--- src/hw/rtcs_params.svh ---
`ifndef RTCS_PARAMS_SVH
`define RTCS_PARAMS_SVH
// Overview of operation
// [RULE_01] level mode: enabled timer event pulls pin low
// [RULE_02] periodic mode, enable clear: flag set, pin released
// [RULE_03] periodic low pulse self-releases after source-dependent time
// [RULE_04] four mode bits, four address bits, then bytes
// [RULE_05] host writes only whole bytes
// [RULE_06] partial write byte discarded at frame end
// [RULE_07] data bytes shifted lsb first
// [RULE_08] mode code 3 selects write
// [RULE_09] write stores at start address, then increments
// [RULE_10] mode code c selects read
// [RULE_11] read outputs start address, then increments
// [RULE_12] address wraps from f to 0
// [RULE_13] other mode codes ignored, data stays input
// [RULE_14] weekday alarm accepts several days at once
// [RULE_15] weekday bitmap bits 0..6, bit 7 excluded
// [RULE_16] host programs alarm in recommended order
// [RULE_17] polling host keeps alarm enable at zero
// [RULE_18] pin function chosen one-hot by three enables
// [RULE_19] mid-level chip enable gives 1 hz output
// [RULE_20] level mode pin stays low until flag cleared
// [RULE_21] periodic mode reloads counter at zero
// [RULE_22] flags clear on zero write, one ignored
// [RULE_23] read drives data only after header
// [RULE_24] chip enable fall aborts frame

// serial codes and register addresses
`define RTCS_MODE_WRITE   4'h3
`define RTCS_MODE_READ    4'hc
`define RTCS_ADDR_WDAY    4'h3
`define RTCS_ADDR_AL_WDAY 4'h9
`define RTCS_ADDR_FREQ    4'hb
`define RTCS_ADDR_TSRC    4'hc
`define RTCS_ADDR_TCNT    4'hd
`define RTCS_ADDR_CTRL1   4'he
// control register 1 fields
`define RTCS_BIT_TIE      0
`define RTCS_BIT_AIE      1
`define RTCS_BIT_TF       2
`define RTCS_BIT_AF       3
`define RTCS_BIT_TP       4
`define RTCS_BIT_FE       7
`define RTCS_WDAY_MASK    8'h7f
// timing at 10 mhz
`define RTCS_CLK_HZ       10000000
`define RTCS_RTN_FAST_NS  122000
`define RTCS_RTN_64_NS    7810000
`define RTCS_RTN_1_NS     500000000
`define RTCS_RTN_FAST_CYC (`RTCS_RTN_FAST_NS / 100)
`define RTCS_RTN_64_CYC   (`RTCS_RTN_64_NS / 100)
`define RTCS_RTN_1_CYC    (`RTCS_RTN_1_NS / 100)
`define RTCS_HALF_SEC_CYC (`RTCS_CLK_HZ / 2)
// apb offsets of the host controller
`define RTCS_APB_CMD      12'h000
`define RTCS_APB_WDATA    12'h004
`define RTCS_APB_RDATA    12'h008
`define RTCS_APB_STATUS   12'h00c
`define RTCS_HALF_BIT_CYC 4
`endif

--- src/hw/rtcs_pkg.sv ---
package rtcs_pkg;
  typedef enum logic [1:0] {RTCS_HDR, RTCS_WR, RTCS_RD, RTCS_IGN} rtcs_phase_type;
  typedef enum logic [1:0] {RTCS_IDLE, RTCS_SHIFT, RTCS_DONE} rtcs_host_type;
endpackage : rtcs_pkg

--- src/hw/rtcs_if.sv ---
`timescale 1ns/10ps
interface rtcs_if;
  logic ce;        // chip enable from host
  logic ce_mid;    // chip enable held at mid level
  logic sclk;      // host shift clock
  logic data_host; // host data out
  logic data_host_oe_n;
  logic data_dev;  // device data out
  logic data_dev_oe_n;
  logic irq_out_n_o;  // open drain: only low is driven
  logic irq_out_n_oe_n;
  modport host (output ce, ce_mid, sclk, data_host, data_host_oe_n,
                input data_dev, data_dev_oe_n, irq_out_n_o, irq_out_n_oe_n);
  modport dev (input ce, ce_mid, sclk, data_host, data_host_oe_n,
               output data_dev, data_dev_oe_n, irq_out_n_o, irq_out_n_oe_n);
endinterface : rtcs_if

--- src/hw/rtcs_dev.sv ---
`timescale 1ns/10ps
`include "rtcs_params.svh"
module rtcs_dev
  import rtcs_pkg::*;
(
  input  wire logic mclk,
  input  wire logic resetn,
  rtcs_if.dev       lnk,
  input  wire logic timer_event,   // down-counter reached zero
  input  wire logic alarm_event,   // alarm match
  input  wire logic freq_wave,     // divided frequency output
  output logic      timer_flag,
  output logic      alarm_flag
);
  logic [7:0]     regs_reg [16];
  logic [2:0]     ce_s, ck_s, dt_s, mid_s;
  rtcs_phase_type phase_reg;
  logic [2:0]     bit_reg;
  logic [3:0]     hdr_cnt_reg, addr_reg, mode_reg;
  logic [7:0]     sh_reg, tcnt_reg;
  logic [25:0]    rtn_reg, hz_reg;
  logic           pulse_reg, hz_out_reg, dout_reg, doe_n_reg, irq_oe_n_reg;
  wire            ce_v = ce_s[1];
  wire            rise = ck_s[1] & ~ck_s[2];
  wire            din  = dt_s[1];
  wire [7:0]      ctrl = regs_reg[`RTCS_ADDR_CTRL1];
  wire            timer_irq_enable  = ctrl[`RTCS_BIT_TIE];
  wire            alarm_irq_enable  = ctrl[`RTCS_BIT_AIE];
  wire            fe   = ctrl[`RTCS_BIT_FE];
  wire            tp   = ctrl[`RTCS_BIT_TP];

  // two-stage sync; edge detect uses stages 1 and 2 only
  always_ff @(posedge mclk or negedge resetn) begin
    if (!resetn) begin
      ce_s <= 3'h0; ck_s <= 3'h0; dt_s <= 3'h0; mid_s <= 3'h0;
    end else begin
      ce_s  <= {ce_s[1:0], lnk.ce};
      ck_s  <= {ck_s[1:0], lnk.sclk};
      dt_s  <= {dt_s[1:0], lnk.data_host};
      mid_s <= {mid_s[1:0], lnk.ce_mid};
    end
  end

  // frame decoder; ce low aborts the frame
  always_ff @(posedge mclk or negedge resetn) begin
    if (!resetn) begin
      phase_reg <= RTCS_HDR; hdr_cnt_reg <= 4'h0; bit_reg <= 3'h0;
      addr_reg <= 4'h0; mode_reg <= 4'h0; sh_reg <= 8'h00;
    end else if (!ce_v) begin
      phase_reg <= RTCS_HDR; hdr_cnt_reg <= 4'h0; bit_reg <= 3'h0; // see [RULE_24] [RULE_06]
    end else if (rise) begin
      case (phase_reg)
        RTCS_HDR: begin // see [RULE_04]
          hdr_cnt_reg <= hdr_cnt_reg + 4'h1;
          if (hdr_cnt_reg < 4'h4) mode_reg <= {mode_reg[2:0], din};
          else addr_reg <= {addr_reg[2:0], din};
          if (hdr_cnt_reg == 4'h7) begin
            if (mode_reg == `RTCS_MODE_WRITE) phase_reg <= RTCS_WR; // see [RULE_08]
            else if (mode_reg == `RTCS_MODE_READ) phase_reg <= RTCS_RD; // see [RULE_10]
            else phase_reg <= RTCS_IGN; // see [RULE_13]
          end
        end
        RTCS_WR, RTCS_RD: begin
          sh_reg  <= {din, sh_reg[7:1]}; // lsb first, see [RULE_07]
          bit_reg <= bit_reg + 3'h1;
          if (bit_reg == 3'h7) addr_reg <= addr_reg + 4'h1; // wraps, see [RULE_09] [RULE_11] [RULE_12]
        end
        default: ;
      endcase
    end
  end

  wire wr_commit = ce_v & rise & (phase_reg == RTCS_WR) & (bit_reg == 3'h7);
  wire [7:0] wbyte = {din, sh_reg[7:1]};

  // register file and flags; hardware set wins over a zero write
  always_ff @(posedge mclk or negedge resetn) begin
    if (!resetn) begin
      for (int i = 0; i < 16; i++) regs_reg[i] <= 8'h00;
    end else begin
      if (wr_commit) begin
        if (addr_reg == `RTCS_ADDR_CTRL1) begin
          regs_reg[`RTCS_ADDR_CTRL1] <= {wbyte[7:4],
            ctrl[`RTCS_BIT_AF] & wbyte[`RTCS_BIT_AF], // see [RULE_22]
            ctrl[`RTCS_BIT_TF] & wbyte[`RTCS_BIT_TF], wbyte[1:0]};
        end else if (addr_reg == `RTCS_ADDR_AL_WDAY)
          regs_reg[addr_reg] <= wbyte & `RTCS_WDAY_MASK; // see [RULE_14] [RULE_15]
        else
          regs_reg[addr_reg] <= wbyte;
      end
      if (timer_event) regs_reg[`RTCS_ADDR_CTRL1][`RTCS_BIT_TF] <= 1'b1; // see [RULE_02]
      if (alarm_event) regs_reg[`RTCS_ADDR_CTRL1][`RTCS_BIT_AF] <= 1'b1;
    end
  end

  // periodic reload counter and auto-return timer
  always_ff @(posedge mclk or negedge resetn) begin
    if (!resetn) begin
      tcnt_reg <= 8'h00; rtn_reg <= 26'h0; pulse_reg <= 1'b0;
    end else begin
      if (timer_event && tp) tcnt_reg <= regs_reg[`RTCS_ADDR_TCNT]; // see [RULE_21]
      if (timer_event && tp && timer_irq_enable) begin
        pulse_reg <= 1'b1;
        case (regs_reg[`RTCS_ADDR_TSRC][1:0]) // see [RULE_03]
          2'h1:    rtn_reg <= 26'(`RTCS_RTN_64_CYC);
          2'h2:    rtn_reg <= 26'(`RTCS_RTN_1_CYC);
          default: rtn_reg <= 26'(`RTCS_RTN_FAST_CYC);
        endcase
      end else if (rtn_reg > 26'h1) rtn_reg <= rtn_reg - 26'h1;
      else pulse_reg <= 1'b0;
    end
  end

  // 1 hz monitor square wave
  always_ff @(posedge mclk or negedge resetn) begin
    if (!resetn) begin
      hz_reg <= 26'h0; hz_out_reg <= 1'b0;
    end else if (hz_reg == 26'(`RTCS_HALF_SEC_CYC - 1)) begin
      hz_reg <= 26'h0; hz_out_reg <= ~hz_out_reg;
    end else hz_reg <= hz_reg + 26'h1;
  end

  // pin drivers
  always_ff @(posedge mclk or negedge resetn) begin
    if (!resetn) begin
      irq_oe_n_reg <= 1'b1; doe_n_reg <= 1'b1; dout_reg <= 1'b1;
    end else begin
      if (mid_s[1]) irq_oe_n_reg <= hz_out_reg; // see [RULE_19]
      else if (timer_irq_enable & ~alarm_irq_enable & ~fe) // see [RULE_18]
        irq_oe_n_reg <= tp ? ~pulse_reg : ~ctrl[`RTCS_BIT_TF]; // see [RULE_01] [RULE_20]
      else if (alarm_irq_enable & ~timer_irq_enable & ~fe) irq_oe_n_reg <= ~ctrl[`RTCS_BIT_AF];
      else if (fe & ~timer_irq_enable & ~alarm_irq_enable) irq_oe_n_reg <= freq_wave;
      else irq_oe_n_reg <= 1'b1;
      doe_n_reg <= ~(ce_v && phase_reg == RTCS_RD); // see [RULE_23]
      dout_reg  <= regs_reg[addr_reg][bit_reg]; // lsb first, see [RULE_07]
    end
  end

  assign lnk.irq_out_n_oe_n = irq_oe_n_reg;
  assign lnk.irq_out_n_o    = 1'b0;
  assign lnk.data_dev       = dout_reg;
  assign lnk.data_dev_oe_n  = doe_n_reg;
  assign timer_flag         = ctrl[`RTCS_BIT_TF];
  assign alarm_flag         = ctrl[`RTCS_BIT_AF];
endmodule : rtcs_dev

--- src/flat_wrapper.sv ---
// flat-port wrapper written by rule: the top's interface ports become plain ports
module rtcs_dev_flat import rtcs_pkg::*;
  (mclk, resetn, timer_event, alarm_event, freq_wave, timer_flag, alarm_flag, lnk_ce, lnk_ce_mid, lnk_sclk, lnk_data_host, lnk_data_host_oe_n, lnk_data_dev, lnk_data_dev_oe_n, lnk_irq_out_n_o, lnk_irq_out_n_oe_n);
  rtcs_if lnk_i ();
  input  wire logic mclk;
  input  wire logic resetn;
  input  wire logic timer_event;
  input  wire logic alarm_event;
  input  wire logic freq_wave;
  output logic timer_flag;
  output logic alarm_flag;
  input wire logic [$bits(lnk_i.ce)-1:0] lnk_ce;
  input wire logic [$bits(lnk_i.ce_mid)-1:0] lnk_ce_mid;
  input wire logic [$bits(lnk_i.sclk)-1:0] lnk_sclk;
  input wire logic [$bits(lnk_i.data_host)-1:0] lnk_data_host;
  input wire logic [$bits(lnk_i.data_host_oe_n)-1:0] lnk_data_host_oe_n;
  output wire logic [$bits(lnk_i.data_dev)-1:0] lnk_data_dev;
  output wire logic [$bits(lnk_i.data_dev_oe_n)-1:0] lnk_data_dev_oe_n;
  output wire logic [$bits(lnk_i.irq_out_n_o)-1:0] lnk_irq_out_n_o;
  output wire logic [$bits(lnk_i.irq_out_n_oe_n)-1:0] lnk_irq_out_n_oe_n;
  assign lnk_i.ce = lnk_ce;
  assign lnk_i.ce_mid = lnk_ce_mid;
  assign lnk_i.sclk = lnk_sclk;
  assign lnk_i.data_host = lnk_data_host;
  assign lnk_i.data_host_oe_n = lnk_data_host_oe_n;
  assign lnk_data_dev = lnk_i.data_dev;
  assign lnk_data_dev_oe_n = lnk_i.data_dev_oe_n;
  assign lnk_irq_out_n_o = lnk_i.irq_out_n_o;
  assign lnk_irq_out_n_oe_n = lnk_i.irq_out_n_oe_n;
  rtcs_dev u_core (.mclk(mclk), .resetn(resetn), .lnk(lnk_i), .timer_event(timer_event), .alarm_event(alarm_event), .freq_wave(freq_wave), .timer_flag(timer_flag), .alarm_flag(alarm_flag));
endmodule
--- config.mk ---
export PLATFORM = sky130hd
export DESIGN_NAME = rtcs_dev_flat
export DESIGN_NICKNAME = d
export VERILOG_FILES = /design/src/hw/rtcs_pkg.sv /design/src/hw/rtcs_if.sv /design/src/hw/rtcs_dev.sv /design/src/flat_wrapper.sv
export VERILOG_INCLUDE_DIRS = /design/src /design/src/hw
export SDC_FILE = /design/constraint.sdc
export NUM_CORES = 1
export LEC_CHECK = 0
export BUFFER_PORTS_ARGS = -buffer_cell sky130_fd_sc_hd__buf_2
export CAP_MARGIN = 20
export CORE_UTILIZATION = 45
export CTS_BUF_LIST = sky130_fd_sc_hd__clkbuf_4 sky130_fd_sc_hd__clkbuf_8
export DETAILED_ROUTE_END_ITERATION = 10
export REMOVE_ABC_BUFFERS = 1
export SETUP_SLACK_MARGIN = 0.1
export SYNTH_ARGS = -nofsm -noshare
export SYNTH_HDL_FRONTEND = slang
export SYNTH_SLANG_ARGS = --single-unit
--- constraint.sdc ---
create_clock -name mclk -period 2.45 [get_ports mclk]
set_input_delay 0.6125 -clock mclk [delete_from_list [all_inputs] [get_ports mclk]]
set_output_delay 0.6125 -clock mclk [all_outputs]
set_load 0.005 [all_outputs]
* After elaboration in Yosys (flattened, before gate mapping) *
Cells that the tools add are included.

operators by class
  $add $sub $neg = 5
  order comparisons = 5
  equality and inequality tests = 18
  mux-type cells = 41
  bitwise logic cells = 23
  reductions and logical operators = 17

operators with widths
  cell                   number
  $bwmux 128             2
  $mux 128               1
  $mux 26                3
  $pmux 23 s2            1
  $mux 8                 5
  $bmux 8 s4             1
  $demux 8 s4            1
  $add 26x1->26 const B  1
  $eq 26x23->1 const B   1
  $gt 26x1->1 const B    1
  $sub 26x1->26 const B  1
  $mux 4                 5
  $and 1x1->1            12
  $eq 4x4->1 const B     3
  $mux 12                1
  $mux 1                 11
  $mux 2                 5
  $ne 2x2->1 const B     5
  $not 1->1              10
  $mux 3                 3
  $add 4x1->4 const B    2
  $pmux 4 s2             1
  $reduce_bool 2->1      4
  $reduce_and 2->1       3
  other kinds (19)       26

storage, ports and cells
  bits in registers = 219
  input bits = 10
  output and inout bits = 6
  logic and storage cells = 144

* Logic depth before layout (Yosys ltp) *
Gate-level depths: netlist of the first run.

  depth in word-level cells = 10
  depth in mapped cells = 9
  depth with buffers taken out = 7

* Worst setup path before layout of the first run *
No wires, ideal clock.

  path kind = reg2reg
  start = register u_core.addr_reg[0]
  end = register u_core.regs_reg[32] (netlist bit)
  arrival = 2.357 ns
  data required time = 2.325 ns
  slack = -0.032 ns
  cell stages (with the launch flop) = 9
  path buffers = 2
  clock period less this slack = 2.482 ns
  cells stage by stage = dfrtp_1 -> buf_2 -> clkbuf_1 -> inv_1 -> ha_1 -> a211oi_2 -> nand2_1 -> nor2_2 -> mux2_2

between the ends
  longest elaborated chain between the ends = 7
  elaborated cells on any way between the ends = 13
  classes of those cells = order compare (2); eq/ne (2); mux (5); bitwise (2); reduce/logical (2)

ends and longest elaborated chain
  element                                          line            RTL
  start: declaration                               rtcs_dev.sv:19  logic [3:0] hdr_cnt_reg, addr_reg, mode_reg;
  start signal: assignment                         rtcs_dev.sv:56  else addr_reg <= {addr_reg[2:0], din};
  start signal: assignment                         rtcs_dev.sv:66  if (bit_reg == 3'h7) addr_reg <= addr_reg + 4'h1;
  $not 4->5                                        rtcs_dev.sv:89  regs_reg[addr_reg] <= wbyte;
  $ge 5x5->1 / $lt 5x1->1 (equally long branches)  rtcs_dev.sv:89
  $logic_and 1x1->1                                rtcs_dev.sv:89
  $mux 8                                           rtcs_dev.sv:89
  $demux 8 s4                                      rtcs_dev.sv:89
  $bwmux 128, on equally long branches             --
  $mux 128                                         rtcs_dev.sv:86  end else if (addr_reg == `RTCS_ADDR_AL_WDAY)
  end signal: indexed assignment                   rtcs_dev.sv:83  regs_reg[`RTCS_ADDR_CTRL1] <= {wbyte[7:4],
  end signal: indexed assignment                   rtcs_dev.sv:87  regs_reg[addr_reg] <= wbyte & `RTCS_WDAY_MASK;
  end signal: indexed assignment                   rtcs_dev.sv:89
  end: declaration                                 rtcs_dev.sv:15  logic [7:0] regs_reg [16];

Parallel ways exist; a longest one is shown, timed or not.
A chain may end at the register's enable or synchronous reset.

* Worst setup path in the final report of the first run *
  start = register u_core.addr_reg[1]
  end = register u_core.regs_reg[72] (netlist bit)

Same word-level chain as after synthesis.

==> impl_results.md, run 1 <==
* Die width at 154.2 um
* First DRT Iteration DRCs at 389
* Lkg Pwr at around 0.0054 uW
* PwrDens at 605.0 nW/um^2
* RSZ-0062 raised after global routing: yes
* GR Layer Usage met1 at 0.2761
* Max-Cap Viols at 0
* Port bufs at 13
* Post-route insts no fill at between 1000 and 1500
* Critical path buffers and inverters at 1
* Max-slew violations at 0
* Maximum clock frequency at 436.9 MHz
* Clock Skews at 0.01931 ns
* Fill cells at 1908
* Drt drc at 0
* Crit path cell chain: ha_1, inv_1, nor3_1, nand2_1, mux2_2
* Antenna violations before repair at 0
* Total number of vias at 6758
* Die ar. at ~24000 um^2
* Reg2reg start: u_core.addr_reg[1]$_DFFE_PN0P_
* Most common cell after layout, fill and taps aside: dfrtp_1
* Max Root-Sink Buffers at 3
* Layout cells sized above 1 at 0.3620
* Most frequent cells in the layout: dfrtp_1, mux2_2, nand2_1, clkbuf_8, nor2_1
* Ys Warns at 0
* Avg Synthesized Cell Area at 12.69 um^2
* Worst path max stage delay at 0.52 ns
* Slew at the pin closest to its max-slew limit at 0.8882 ns
* Post-synth ARST share at 1.000
* Critical Path End: u_core.regs_reg[72]$_DFFE_PN0P_
* Max IR drop VDD at just under 0.3 mV
* Cell variety after synth at 70
* Final Hold Fails at 0
* Fin crit share at 0.9342
* R2R Setup Slk at ~0.16 ns
* Tmin final at around 2.3 ns
* GPL Wtd Cong at between 0.9 and 1
* Reg clk slew, reported paths at 0.06 ns
* CP Max Fanout at 8
* Cell family with most CP delay: simple AND/OR/NAND/NOR gates
* Die height at 154.2 um
* Worst Setup SP: u_core.addr_reg[1]$_DFFE_PN0P_
* GR Util All Layers at 0.2041
* GRT busiest layer: met2
* Seq. cell area at 5460 um^2
* CTS Hold Bufs at 0
* Number of buffers created by CTS at 37
* Placed Cells at 1123
* Clock tree from TritonCTS: built
* Post-route ant nets at 0
* EDFF count, synth at 0
* Number of global-route vias before repair at 7097
* Critical Path RT at 2.84 ns
* Starting Density at 0.4589
* WP depth at 5
* Clock Latency Late Sink at 0.52 ns
* Wirelength per Cell at 19.33 um
* FP Rows at 55
* Run status: finished clean
* Post-layout util at 0.5268
* HPWL after DPL at 15660 um
* Root buf cell: clkbuf_8
* Io pins at 16
* Hold/Removal Path Class: in -> async
* Share of the yosys chip area belonging to registers at 0.5238
* Total core area at 22710 um^2
* Area of the multi-input gates at 4756 um^2
* Slowest-stage cell, CP: dfrtp_1
* Post-Syn Area at 10420 um^2
* CP Launch Type: register
* Diode count at 0
* CTS HTree Levels at 2
* Synthesis-to-finish area growth at 14.79%
* Max reg flops at 120
* CTS sink cnt at 218
* Final WL at 23020 um
* Synth Instances at 821
* Post-CTS setup buffers at 0
* Arrival @ worst endpoint at 2.68 ns
* Drt first pass iters at 5
* Slew HR at 0.4026
* Largest net degree at the start of global routing at 61
* Vias per std cell at 5.674
* Critical path class: reg -> reg
* GRT met3 Usage at 0.04119
* DP Area at 11170 um^2
* Final Cell Area at 11960 um^2
* GR met2 Demand/Resource at 0.3331
* Path depth of the worst reg2reg path at 5
* Nets at 905
* Top_reg_cell synth: dfrtp_1
* GRT Residual Overflow at 0
* Final setup fails at 0
* Crit. End Element: register
* Worst reg2reg endpoint: u_core.regs_reg[72]$_DFFE_PN0P_
* Post-cts sizing count at 0
* First-pass GRT wire length at 38010 um
* Yosys reg bits at 218
[Yosys cell counts (all sizes together), types with 11 or more instances]
cell type  number  area, um^2
nor3           12       93.84
mux4           23       518.0
nor4           14       121.4
inv            15       56.30
ha             18       225.2
nand2          50       187.7
mux2          152        1712
clkbuf         26       97.59
nand4          20       125.1
xor2           14       122.6
nor2           50       212.7
xnor2          24       210.2
dfrtp         215        5380
nand2b         11       68.82
a21oi          11       55.05
nand3          22       115.1
nor2b          14       87.58
o21ai          19       95.09
[worst reg2reg max path: cells and delay by family (launching register included)]
kind | cells | cell delay [ns]
multiplexers | 1 | 0.40
buffers and inverters | 1 | 0.05
AND/OR/NAND/NOR | 2 | 0.94
adder cells (fa/ha/maj) | 1 | 0.25
flip-flops | 1 | 0.52
[worst min-delay path by stage]
| stage | slack (ns) | to | depth (start not counted) | from |
|---|---|---|---|---|
| 5_1_grt | 0.03 | u_core.rtn_reg[18]$_DFFE_PN0P_ | 1 | resetn |
| 4_1_cts | 0.03 | u_core.rtn_reg[18]$_DFFE_PN0P_ | 1 | resetn |
| 6_report | 0.02 | u_core.rtn_reg[18]$_DFFE_PN0P_ | 1 | resetn |
| 3_5_place_dp | 0.34 | u_core.ce_s[1]$_DFF_PN0_ | 0 | u_core.ce_s[0]$_DFF_PN0_ |
| 2_1_floorplan | 0.32 | u_core.addr_reg[0]$_DFFE_PN0P_ | 0 | resetn |
| 3_3_place_gp | 0.34 | u_core.mid_s[1]$_DFF_PN0_ | 0 | u_core.mid_s[0]$_DFF_PN0_ |
[cell families after synthesis]
logic type,count (synthesis),synth area share
fa+ha+maj,18,0.02161
buf+inv,50,0.02041
other cells,1,0.0003598
flops,218,0.5238
simple gates,238,0.1304
compound gates,73,0.04791
xor+xnor,38,0.03194
mux,185,0.2236
[stage by stage]
| step | setup WS, ns | hold slack (ns) | TNS (ns) | total power, uW |
|---|---|---|---|---|
| final | 0.1612 | 0.01591 | 0 | 7238 |
| after global routing | 0.04584 | 0.02946 | 0 | 7526 |
| after global placement | 0.2151 | 0.3361 | 0 | 3886 |
| after CTS | 0.1441 | 0.03286 | 0 | 7336 |
| after detailed placement | 0.1836 | 0.3379 | 0 | 3897 |
| after floorplan | -0.7849 | 0.3169 | -85.42 | 3776 |
[routing by layer]
| metal | vias up | wire length, um |
|---|---|---|
| met5 | - | 0 |
| met4 | 0 | 432 |
| met2 | 138 | 11200 |
| met3 | 40 | 990 |
| li1 | 3103 | - |
| met1 | 3477 | 10400 |
[cell type report]
cell class	instances	share of cell area
sequential	218	0.4564
multi-input combinational	553	0.3976
clock buffer	59	0.06004
timing repair buffer	52	0.04539
tap	285	0.02981
clock inverter	9	0.006066
inverter	15	0.004707
[power by group]
| group | switching, uW | internal, uW | total, uW |
|---|---|---|---|
| registers | 27.5 | 3640 | 3660 |
| clock network | 1440 | 1970 | 3410 |
| logic | 105 | 55.6 | 161 |
| total | 1570 | 5660 | 7240 |
Note: power is estimated with default switching activity, not from simulation.
==> run 2: changes to the inputs <==
==> constraint.sdc (replaced) <==
create_clock -name mclk -period 2.3 [get_ports mclk]
set_input_delay 0.575 -clock mclk [delete_from_list [all_inputs] [get_ports mclk]]
set_output_delay 0.575 -clock mclk [all_outputs]
set_load 0.005 [all_outputs]
==> run 2 against run 1 <==
Core utilization rose by 0.52 points. Final cell count rose by 0.76%. Hold slack improved by 0.14 ns. Largest cell class unchanged. Non-clock buffer count rose by 7. Combinational power rose by 11%. Routed wire length rose by 0.85%. Register-to-register slack got worse by 0.03 ns. Design area rose by 0.99%. Clock-buffer cell count rose by 7. Highest routed layer unchanged. Die area did not move. Sequential power rose by 6.6%. Critical endpoint is now u_core.rtn_reg[23]$_DFFE_PN0P_. Critical path type unchanged.
==> impl_results.md, run 2 (synthesis results as in run 1) <==
* Post-route ant nets at 0 (unchanged)
* Most common cell after layout, fill and taps aside: dfrtp_1
* GR Util All Layers at 0.2067 (+0.002614)
* CP Max Fanout at 5 (-3)
* First DRT Iteration DRCs at 351 (-9.8%)
* Total number of vias at 6852 (+1.4%)
* Final WL at 23220 um (+0.85%)
* Total power at 7847 uW (+8.4%)
* Most frequent cells in the layout: dfrtp_1, mux2_2, clkbuf_8, nand2_1, nor2_1
* GPL Wtd Cong at 0.8634 (-5.6%)
* Worst hold margin at 0.1588 ns (+0.1429 ns)
* First-pass GRT wire length at 38480 um (+1.2%)
* Die ar. at 23770 um^2 (unchanged)
* HPWL after DPL at 15490 um (-1.1%)
* Total core area at 22710 um^2 (unchanged)
* Clock Skews at 0.02639 ns (+0.007079 ns)
* Fin crit share at 0.9447 (+0.01051)
* Final setup fails at 0 (unchanged)
* Clock tree from TritonCTS: built
* Root buf cell: clkbuf_8
* Final Cell Area at 12080 um^2 (+0.99%)
* Die width at 154.2 um (unchanged)
* Starting Density at 0.4589 (unchanged)
* CP Launch Type: register
* Number of global-route vias before repair at 7242 (+2.0%)
* Wirelength per Cell at 19.35 um (about the same)
* Largest net degree at the start of global routing at 59 (-3.3%)
* Maximum clock frequency at 460.2 MHz (+5.3%)
* CTS sink cnt at 218 (unchanged)
* Max reg flops at 120 (unchanged)
* Clock Latency Late Sink at 0.53 ns (about the same)
* Slew HR at 0.4853 (+0.08277)
* Vias per std cell at 5.710 (+0.63%)
* Crit. End Element: register
* Drt drc at 0 (unchanged)
* Max-slew violations at 0 (unchanged)
* Critical Path RT at 2.75 ns (-0.09 ns)
* Nets at 914 (+0.99%)
* Max IR drop VDD at 0.3381 mV (+15%)
* Final Hold Fails at 0 (unchanged)
* Antenna violations before repair at 0 (unchanged)
* PwrDens at 649.5 nW/um^2 (+7.4%)
* Hold path depth at 1
* Run status: finished clean
* Path depth of the worst reg2reg path at 4 (-1)
* Slew at the pin closest to its max-slew limit at 0.7720 ns (-0.1162 ns)
* Diode count at 0 (unchanged)
* Critical path class: reg -> reg
* DP Area at 11160 um^2 (about the same)
* Synthesis-to-finish area growth at 15.93%
* FP Rows at 55 (unchanged)
* Reg clk slew, reported paths at 0.06 ns (about the same)
* Fill cells at 1915 (+0.37%)
* CTS HTree Levels at 2 (unchanged)
* Arrival @ worst endpoint at 2.63 ns (-0.05 ns)
* Post-layout util at 0.5320 (+0.005234)
* Lkg Pwr at 0.005479 uW (+0.93%)
* Number of buffers created by CTS at 39 (+5.4%)
* RSZ-0062 raised after global routing: yes
* Port bufs at 13 (unchanged)
* Layout cells sized above 1 at 0.3760 (+0.01393)
* Max Root-Sink Buffers at 3 (unchanged)
* Drt first pass iters at 6 (+1)
* Tmin final at 2.173 ns (-0.1160 ns)
* Die height at 154.2 um (unchanged)
* Io pins at 16 (unchanged)
* GRT Residual Overflow at 0 (unchanged)
* Hold/Removal Path Class: in -> reg
* Max-Cap Viols at 0 (unchanged)
## run 2: cell types whose count changed in the layout (fill, tap and decap cells not counted), sizes merged
cell         change
bufinv           -1
buf              +6
clkinv           -4
dlygate4sd3      +1
clkbuf           +7
## run 2: final timing paths
| check | start | to | slack [ns] |
|---|---|---|---|
| min | lnk_sclk | u_core.ck_s[0]$_DFF_PN0_ | 0.16 |
| max in group asynchronous | resetn | u_core.lnk.data_dev$_DFF_PN1_ | 1.00 |
| min reg2reg | u_core.ce_s[0]$_DFF_PN0_ | u_core.ce_s[1]$_DFF_PN0_ | 0.35 |
| max reg2reg | u_core.rtn_reg[18]$_DFFE_PN0P_ | u_core.rtn_reg[23]$_DFFE_PN0P_ | 0.13 |
| max | u_core.rtn_reg[18]$_DFFE_PN0P_ | u_core.rtn_reg[23]$_DFFE_PN0P_ | 0.13 |
| min in group asynchronous | resetn | u_core.rtn_reg[19]$_DFFE_PN0P_ | 0.56 |
## run 2: worst max-delay path, cell delays in order (launching register included)
cell and delay, ns:
dfrtp_1 0.42, or3_2 0.54, or4_1 0.54, or4_1 0.43
a21oi_1 0.17
## run 2: per-layer routing
metal	vias up	global-route usage	part of all wire
li1	3127	-	-
met1	3516	0.2773	0.44
met2	158	0.3405	0.49
met4	0	0.07524	0.027
met5	-	0	0
met3	51	0.03278	0.045
## run 2: cell type report
class                           count  area, um^2  area share
Timing Repair Buffer               59       560.5     0.04640
Tap cell                          285       356.6     0.02952
Clock inverter                      4       22.52    0.001864
Clock buffer                       66       814.5     0.06742
Multi-Input combinational cell    553        4811      0.3982
Sequential cell                   218        5460      0.4519
Inverter                           15       56.30    0.004660
## run 2: report_power, final
group | internal (uW) | total [uW] | leakage, uW | switching, uW
logic | 61.7 | 178 | 0.00210 | 116
clock network | 2220 | 3770 | 0.000448 | 1540
registers | 3880 | 3900 | 0.00293 | 28.3
total | 6160 | 7850 | 0.00548 | 1690
## run 2: per-stage QoR
stage	std cells	setup TNS (ns)	setup slack, ns
after floorplan	786	-104.92	-0.9349
after global routing	1200	0	0.04249
after detailed placement	1127	-0.3037	-0.04424
after CTS	1198	0	0.1016
final	1200	0	0.1271
after global placement	1127	-0.07624	-0.009956
## run 2: timing repair
| action | CTS | global route |
|---|---|---|
| endpoints found under the setup margin | 34 | 112 |
| resized for setup | 3 | 9 |
| pin swaps | 0 | 1 |
| hold endpoints to repair | 37 | 0 |
| hold buffers | 1 | 0 |
| buffers inserted | 0 | 2 |
| cloned | 0 | 0 |
